<file path="src/common/nvac_defs.vh">
`ifndef NVAC_DEFS_VH
`define NVAC_DEFS_VH

// Register select codes on the special-function-register port
`define NVAC_SEL_CTRL 3'h0
`define NVAC_SEL_KEY 3'h1
`define NVAC_SEL_DATA_LO 3'h2
`define NVAC_SEL_DATA_HI 3'h3
`define NVAC_SEL_IDX_LO 3'h4
`define NVAC_SEL_IDX_HI 3'h5

// Access control register fields
`define NVAC_CTL_RD 0
`define NVAC_CTL_WR 1
`define NVAC_CTL_PERMIT 2
`define NVAC_CTL_ABORT 3
`define NVAC_CTL_SPACE 7

// Field widths
`define NVAC_DATA_HI_W 6
`define NVAC_IDX_HI_W 5
`define NVAC_ADDR_W 13
`define NVAC_WORD_W 14

// Reset values
`define NVAC_RST_BYTE 8'h00
`define NVAC_RST_DATA_HI 6'h00
`define NVAC_RST_IDX_HI 5'h00

// Unlock key values written to the key port, in this order
`define NVAC_KEY_FIRST 8'h55
`define NVAC_KEY_SECOND 8'haa

// Array read latency in system clocks
`define NVAC_RD_CYCLES 2'h2

`endif

</file>
<file path="src/rtl/nvac_top.v">
// Notes on behaviour
// - Space select resets zero, selects data EEPROM
// - Space select one: program memory, reads only
// - Triggers accept writes of one, ignore zero
// - Hardware clears trigger when operation finishes
// - Store starts only while store permit set
// - Store permit cleared at power-up
// - Reset during store sets surviving abort flag
// - Completed data write sets store-done flag
// - Unlock key port reads all zeros
// - Key port writes decoded only for stores
// - Low data register eight bits, reset zero
// - Low index register eight bits, reset zero
// - High data six bits, top two zero
// - High index five bits, top three zero
// - Byte write erases location before programming
// - Data EEPROM 256 bytes by low index
`timescale 1ns/1ns
`include "nvac_defs.vh"
module nvac_top (
	// Clock and power-on reset
	input wire clk_sys_i,
	input wire rst_b_i,
	// Warm resets, synchronous levels
	input wire external_reset_pin_i,
	input wire watchdog_expiry_i,
	// Special function register port
	input wire [2:0] sfr_sel_i,
	input wire sfr_we_i,
	input wire sfr_re_i,
	input wire [7:0] sfr_wdata_i,
	output wire [7:0] sfr_rdata_o,
	// Store-done flag in the second peripheral flag register
	input wire store_done_flag_clr_i,
	output wire store_done_irq_flag_o,
	// Array side
	output wire mem_space_o,
	output wire [12:0] mem_addr_o,
	output wire [7:0] mem_wdata_o,
	output wire mem_rd_req_o,
	output wire mem_erase_req_o,
	output wire mem_prog_req_o,
	input wire [13:0] mem_rdata_i,
	input wire mem_op_done_i
);

	localparam [3:0] S_IDLE = 4'h1;
	localparam [3:0] S_READ = 4'h2;
	localparam [3:0] S_ERASE = 4'h4;
	localparam [3:0] S_PROG = 4'h8;

	reg [3:0] state_q;
	reg [3:0] state_d;
	reg [1:0] rd_cnt_q;
	reg [1:0] rd_cnt_d;
	reg space_q;
	reg space_d;
	reg permit_q;
	reg permit_d;
	reg abort_q;
	reg abort_d;
	reg done_flag_q;
	reg done_flag_d;
	reg rd_req_q;
	reg erase_req_q;
	reg prog_req_q;
	reg [7:0] rdata_q;
	reg [7:0] rdata_d;

	wire soft_rst;
	wire idle;
	wire write_busy;
	wire ctl_we;
	wire key_we;
	wire armed;
	wire rd_start;
	wire wr_start;
	wire rd_finish;
	wire erase_finish;
	wire wr_finish;
	wire [7:0] data_lo;
	wire [`NVAC_DATA_HI_W-1:0] data_hi;
	wire [7:0] idx_lo;
	wire [`NVAC_IDX_HI_W-1:0] idx_hi;
	wire [7:0] ctl_rd;

	// Either warm reset abandons work in flight
	assign soft_rst = external_reset_pin_i || watchdog_expiry_i;
	assign idle = state_q[0];
	assign write_busy = state_q[2] || state_q[3];
	assign ctl_we = sfr_we_i && (sfr_sel_i == `NVAC_SEL_CTRL);
	assign key_we = sfr_we_i && (sfr_sel_i == `NVAC_SEL_KEY);

	assign rd_start = ctl_we && sfr_wdata_i[`NVAC_CTL_RD] && idle && !soft_rst;
	// unlock needed
	// The space bit of this same write is in force from the start edge,
	// so the written value, not the old one, must select data space
	assign wr_start = ctl_we && sfr_wdata_i[`NVAC_CTL_WR] && !sfr_wdata_i[`NVAC_CTL_RD] && idle &&
		!soft_rst && permit_q && !sfr_wdata_i[`NVAC_CTL_SPACE] && armed;

	// Capture on the last read cycle, while the array answer stands
	assign rd_finish = state_q[1] && (rd_cnt_q == `NVAC_RD_CYCLES - 2'h1);
	assign erase_finish = state_q[2] && mem_op_done_i;
	assign wr_finish = state_q[3] && mem_op_done_i;

	nvac_key_seq u_key (
		.clk_sys_i(clk_sys_i),
		.rst_b_i(rst_b_i),
		.soft_rst_i(soft_rst),
		.key_we_i(key_we),
		.key_d_i(sfr_wdata_i),
		.consume_i(wr_start),
		.armed_o(armed)
	);

	// low data byte, loaded by any read
	nvac_reg #(.W(8), .RST(`NVAC_RST_BYTE)) u_data_lo (
		.clk_sys_i(clk_sys_i),
		.rst_b_i(rst_b_i),
		.sw_we_i(sfr_we_i && (sfr_sel_i == `NVAC_SEL_DATA_LO)),
		.sw_d_i(sfr_wdata_i),
		.hw_we_i(rd_finish),
		.hw_d_i(mem_rdata_i[7:0]),
		.q_o(data_lo)
	);

	// upper six word bits, loaded by program reads only
	nvac_reg #(.W(`NVAC_DATA_HI_W), .RST(`NVAC_RST_DATA_HI)) u_data_hi (
		.clk_sys_i(clk_sys_i),
		.rst_b_i(rst_b_i),
		.sw_we_i(sfr_we_i && (sfr_sel_i == `NVAC_SEL_DATA_HI)),
		.sw_d_i(sfr_wdata_i[`NVAC_DATA_HI_W-1:0]),
		.hw_we_i(rd_finish && space_q),
		.hw_d_i(mem_rdata_i[`NVAC_WORD_W-1:8]),
		.q_o(data_hi)
	);

	nvac_reg #(.W(8), .RST(`NVAC_RST_BYTE)) u_idx_lo (
		.clk_sys_i(clk_sys_i),
		.rst_b_i(rst_b_i),
		.sw_we_i(sfr_we_i && (sfr_sel_i == `NVAC_SEL_IDX_LO)),
		.sw_d_i(sfr_wdata_i),
		.hw_we_i(1'b0),
		.hw_d_i(8'h00),
		.q_o(idx_lo)
	);

	nvac_reg #(.W(`NVAC_IDX_HI_W), .RST(`NVAC_RST_IDX_HI)) u_idx_hi (
		.clk_sys_i(clk_sys_i),
		.rst_b_i(rst_b_i),
		.sw_we_i(sfr_we_i && (sfr_sel_i == `NVAC_SEL_IDX_HI)),
		.sw_d_i(sfr_wdata_i[`NVAC_IDX_HI_W-1:0]),
		.hw_we_i(1'b0),
		.hw_d_i(`NVAC_RST_IDX_HI),
		.q_o(idx_hi)
	);

	assign mem_addr_o = space_q ? {idx_hi, idx_lo} : {5'h00, idx_lo};
	assign mem_space_o = space_q;
	// Software must leave the low data byte alone until the store ends
	assign mem_wdata_o = data_lo;
	assign mem_rd_req_o = rd_req_q;
	assign mem_erase_req_o = erase_req_q;
	assign mem_prog_req_o = prog_req_q;
	assign store_done_irq_flag_o = done_flag_q;
	assign sfr_rdata_o = rdata_q;

	// trigger bits read back from the sequencer state
	assign ctl_rd = {space_q, 3'h0, abort_q, permit_q, write_busy, state_q[1]};

	always @* begin
		state_d = state_q;
		rd_cnt_d = rd_cnt_q;
		case (state_q)
			S_IDLE: begin
				rd_cnt_d = 2'h0;
				if (rd_start) begin
					state_d = S_READ;
				end else if (wr_start) begin
					state_d = S_ERASE;
				end
			end
			S_READ: begin
				rd_cnt_d = rd_cnt_q + 2'h1;
				// read trigger drops when data is captured
				if (rd_finish) begin
					state_d = S_IDLE;
				end
			end
			S_ERASE: begin
				if (erase_finish) begin
					state_d = S_PROG;
				end
			end
			S_PROG: begin
				if (wr_finish) begin
					state_d = S_IDLE;
				end
			end
			default: begin
				state_d = S_IDLE;
			end
		endcase
		// Warm reset abandons any operation
		if (soft_rst) begin
			state_d = S_IDLE;
		end
	end

	always @* begin
		space_d = space_q;
		permit_d = permit_q;
		if (soft_rst) begin
			space_d = 1'b0;
			permit_d = 1'b0;
		end else if (ctl_we) begin
			permit_d = sfr_wdata_i[`NVAC_CTL_PERMIT];
			// Space may not move under a running operation
			if (idle) begin
				space_d = sfr_wdata_i[`NVAC_CTL_SPACE];
			end
		end
	end

	always @* begin
		abort_d = abort_q;
		if (soft_rst && write_busy) begin
			abort_d = 1'b1;
		end else if (ctl_we) begin
			abort_d = sfr_wdata_i[`NVAC_CTL_ABORT];
		end
	end

	always @* begin
		done_flag_d = done_flag_q;
		if (wr_finish && !soft_rst) begin
			done_flag_d = 1'b1;
		end else if (store_done_flag_clr_i) begin
			done_flag_d = 1'b0;
		end
	end

	always @* begin
		rdata_d = rdata_q;
		if (sfr_re_i) begin
			case (sfr_sel_i)
				`NVAC_SEL_CTRL: rdata_d = ctl_rd;
				`NVAC_SEL_KEY: rdata_d = 8'h00;
				`NVAC_SEL_DATA_LO: rdata_d = data_lo;
				`NVAC_SEL_DATA_HI: rdata_d = {2'h0, data_hi};
				`NVAC_SEL_IDX_LO: rdata_d = idx_lo;
				`NVAC_SEL_IDX_HI: rdata_d = {3'h0, idx_hi};
				default: rdata_d = 8'h00;
			endcase
		end
	end

	always @(posedge clk_sys_i or negedge rst_b_i) begin
		if (!rst_b_i) begin
			state_q <= S_IDLE;
			rd_cnt_q <= 2'h0;
			space_q <= 1'b0;
			permit_q <= 1'b0;
			abort_q <= 1'b0;
			done_flag_q <= 1'b0;
			rd_req_q <= 1'b0;
			erase_req_q <= 1'b0;
			prog_req_q <= 1'b0;
			rdata_q <= 8'h00;
		end else begin
			state_q <= state_d;
			rd_cnt_q <= rd_cnt_d;
			space_q <= space_d;
			permit_q <= permit_d;
			abort_q <= abort_d;
			done_flag_q <= done_flag_d;
			// Requests are single-cycle pulses towards the array
			rd_req_q <= rd_start;
			erase_req_q <= wr_start;
			prog_req_q <= erase_finish && !soft_rst;
			rdata_q <= rdata_d;
		end
	end

endmodule

</file>
<file path="src/rtl/nvac_reg.v">
`timescale 1ns/1ns
module nvac_reg #(
	parameter W = 8,
	parameter [W-1:0] RST = {W{1'b0}}
) (
	// Clock and reset
	input wire clk_sys_i,
	input wire rst_b_i,
	// Software side
	input wire sw_we_i,
	input wire [W-1:0] sw_d_i,
	// Hardware side, wins over software
	input wire hw_we_i,
	input wire [W-1:0] hw_d_i,
	// Value
	output wire [W-1:0] q_o
);

	reg [W-1:0] val_q;

	assign q_o = val_q;

	always @(posedge clk_sys_i or negedge rst_b_i) begin
		if (!rst_b_i) begin
			val_q <= RST;
		end else if (hw_we_i) begin
			val_q <= hw_d_i;
		end else if (sw_we_i) begin
			val_q <= sw_d_i;
		end
	end

endmodule

</file>
<file path="src/rtl/nvac_key_seq.v">
`timescale 1ns/1ns
`include "nvac_defs.vh"
module nvac_key_seq (
	// Clock and reset
	input wire clk_sys_i,
	input wire rst_b_i,
	input wire soft_rst_i,
	// Key port writes
	input wire key_we_i,
	input wire [7:0] key_d_i,
	// Store start consumes the unlock
	input wire consume_i,
	output wire armed_o
);

	reg first_q;
	reg armed_q;

	assign armed_o = armed_q;

	always @(posedge clk_sys_i or negedge rst_b_i) begin
		if (!rst_b_i) begin
			first_q <= 1'b0;
			armed_q <= 1'b0;
		end else if (soft_rst_i || consume_i) begin
			first_q <= 1'b0;
			armed_q <= 1'b0;
		end else if (key_we_i) begin
			// Any out-of-order key write drops the sequence
			first_q <= (key_d_i == `NVAC_KEY_FIRST);
			armed_q <= first_q && (key_d_i == `NVAC_KEY_SECOND);
		end
	end

endmodule

</file>
<file path="config.mk">
export PLATFORM = sky130hd
export DESIGN_NAME = nvac_top
export DESIGN_NICKNAME = d
export VERILOG_FILES = /design/src/rtl/nvac_top.v /design/src/rtl/nvac_reg.v /design/src/rtl/nvac_key_seq.v
export VERILOG_INCLUDE_DIRS = /design/src /design/src/common
export SDC_FILE = /design/constraint.sdc
export NUM_CORES = 1
export LEC_CHECK = 0
export BUFFER_PORTS_ARGS = -buffer_cell sky130_fd_sc_hd__buf_2
export CORE_MARGIN = 2
export CORE_UTILIZATION = 45
export DETAILED_ROUTE_END_ITERATION = 8
export PLACE_DENSITY = 0.69
export SLEW_MARGIN = 20
export SYNTH_ARGS = -nofsm -noshare
export SYNTH_HDL_FRONTEND = slang
export SYNTH_HIERARCHICAL = 1
export SYNTH_SLANG_ARGS = --single-unit
</file>
<file path="constraint.sdc">
create_clock -name clk_sys_i -period 2 [get_ports clk_sys_i]
set_input_delay 0.1 -clock clk_sys_i [delete_from_list [all_inputs] [get_ports clk_sys_i]]
set_output_delay 0.1 -clock clk_sys_i [all_outputs]
set_load 0.005 [all_outputs]
</file>
==> out/results.ini <==
[global_route]
overflow = 0
grt_usage_pct = 22.1
grt_max_degree = 27
grt_pass1_vias = 2140
antenna_found_initial = 0
grt_pass1_wl_um = 11000

[worst_setup_path]
crit_chain = nand2_2, or4_4, a2111oi_4
crit_path_start_kind = register
cpPeakStageDelay_ns = 0.63
endpoint_kind = register
path_class = reg2reg
worstPathMaxFanout = 10
arrival_ns = 1.89
cp_slowest_cell = dfstp_2
worstPathRequired_ns = 2.21

[yosys]
ys_seq_elements = 50
syn_inst = 283
synth_area_um2 = 2740
synthFlopType = dfrtp_1
synth-warning-count = 6
netlist_top_cells_area = dfrtp_1, mux2i_1, nand2_1
synth_cell_types = 48
yosysTopAreaCell = dfrtp_1
synth_common_cells = dfrtp_1, nand2_1, mux2i_1
synth_top_area_share_pct = 44.7
synth_edf_count = 0
yosysMostFrequentCell = dfrtp_1
avgSynthCellArea_um2 = 9.70
ys_seq_area_share_pct = 45.6
async_flop_share_pct = 100

[clocking]
path_clk_slew_ns = 0.09
cts.root.buffer_cell = clkbuf_8
cts_resized = 0
clockBufferDepth = 2
post_cts_buffers = 0
cts_tree = yes
insertion_delay_ns = 0.31
cts_inserted_buffers = 5
clkSinkCount = 50
postCtsHoldBufs = 3
htree_levels = 2

[sta]
finalClockSkew_ns = 0.00867
timing.hold.ws_ns = 0.0107
max_slew_margin_pct = 60.4
worst_pin_slew_ns = 0.594
setup-tns-final_ns = 0
finalHoldViolCount = 0
drv_slew = 0
setup_violations = 0
rsz0062_at_grt = false
layout_min_cycle_time_ns = 1.68
fmax_ghz = 0.595
fin_crit_sh_pct = 84.0

[place]
placed_area_um2 = 3200
port_buffers = 66
gp_congestion = 0.874
dp_hpwl_um = 5130

[drt]
wirelength_um = 6970
antenna_left = 0
vias = 2306
viasPerCell = 5.18
drcViolationCount = 0
wl_per_cell_um = 15.7
dr.pass1.iters = 4
drtIter0Drc = 113

[floorplan]
fp.dieArea_um2 = 6740
rows = 28
core_um2 = 5920
initial_core_util_pct = 46.3
die_y_um = 82.1
ios = 67
die_x_um = 82.1

[layout]
seq_area_um2 = 1250
postLayoutCellArea_um2 = 3340
antenna_cells = 0
fillers = 578
synthToLayoutAreaGrowth_pct = 21.6
drive_gt1_share_pct = 24.9
final_nets = 403
multi_input_comb_area_um2 = 1400

[power]
power.density_nw_per_um2 = 692
ir_drop_mv = 0.337
p_leak_nw = 1.47

[hold_path]
min_path_type = in2reg

[run]
maxCapViolations = 0

[run_status]
outcome = finished, final reports clean

## routing by layer
layer / track usage [%] / routed length [um] / vias to the layer above
met3: 3.96 / 315 / 6
met1: 32.3 / 3340 / 1083
met4: 5.67 / 88 / 0
met2: 33.7 / 3220 / 62
li1: - / - / 1155
met5: 0 / 0 / -
## area by class of cell
class,count,area share (%)
Inverter,14,1.58
Clock buffer,8,3.30
Tap cell,75,2.81
Multi-Input combinational cell,222,42.0
Timing Repair Buffer,76,12.8
Sequential cell,50,37.5
## layout by cell type, fill, tap and decap left out, types with 8 or more instances in the layout
cell type  instances
buf_2             66
dfrtp_1           49
nand2_1           41
mux2i_1           34
o21ai_1           29
conb_1            21
nor2_1            16
inv_1             13
a21oi_1            9
o22ai_1            8
clkbuf_8           8
## path summary, 6_finish.rpt
| check | from | endpoint | slack [ns] | cells after the start |
|---|---|---|---|---|
| setup / recovery | state_q[0]$_DFFE_PN1P_ | state_q[2]$_DFFE_PN0P_ | 0.32 | 3 |
| hold / removal | mem_rdata_i[9] | u_data_hi/q_o[1]$_DFFE_PN0P_ | 0.01 | 3 |
| setup reg to reg | state_q[0]$_DFFE_PN1P_ | state_q[2]$_DFFE_PN0P_ | 0.32 | 3 |
| hold reg to reg | sfr_rdata_o[4]$_DFFE_PN0P_ | sfr_rdata_o[4]$_DFFE_PN0P_ | 0.49 | 1 |
| max in group asynchronous | rst_b_i | state_q[0]$_DFFE_PN1P_ | 1.05 | 3 |
| min in group asynchronous | rst_b_i | u_idx_lo/q_o[2]$_DFFE_PN0P_ | 0.33 | 2 |
## registers in the layout (all words and copies together), names as in the netlist, 2 cells and up
signal         count
rd_cnt_q           2
u_idx_lo/q_o       8
sfr_rdata_o        8
u_idx_hi/q_o       5
u_data_lo/q_o      8
u_data_hi/q_o      6
state_q            4
## kinds of logic after synthesis
family,Yosys count,synth area share [%]
AND/OR/NAND/NOR,100,19.5
AO/OA/AOI/OAI,62,14.2
flip-flops,50,45.6
multiplexers,38,14.0
buffers and inverters,31,6.02
adder cells (fa/ha/maj),1,0.456
other,1,0.137
## critical path: cells and delay by family, from the launching register on
family | cells | cell delay, ns
DFF | 1 | 0.63
and+or+nand+nor | 2 | 0.62
AOI/OAI and AO/OA | 1 | 0.33
## stage by stage
step / util (%) / power [mW] / worst slack [ns] / instances
floorplan: - / 1.42 / 0.292 / 303
global placement: 54.0 / 1.62 / 0.333 / 434
detailed placement: 54.0 / 1.63 / 0.309 / 434
CTS: 56.3 / 2.33 / 0.314 / 445
global route: 56.3 / 2.44 / 0.256 / 445
finish: 56.3 / 2.31 / 0.320 / 445
## report_power, final
group          switching, mW  internal [mW]  leakage, nW
combinational          0.225          0.192        0.775
sequential            0.0841           1.12        0.636
clock                  0.338          0.350       0.0575
total                  0.647           1.66         1.47
No activity file was read; power rests on OpenSTA's default activity.
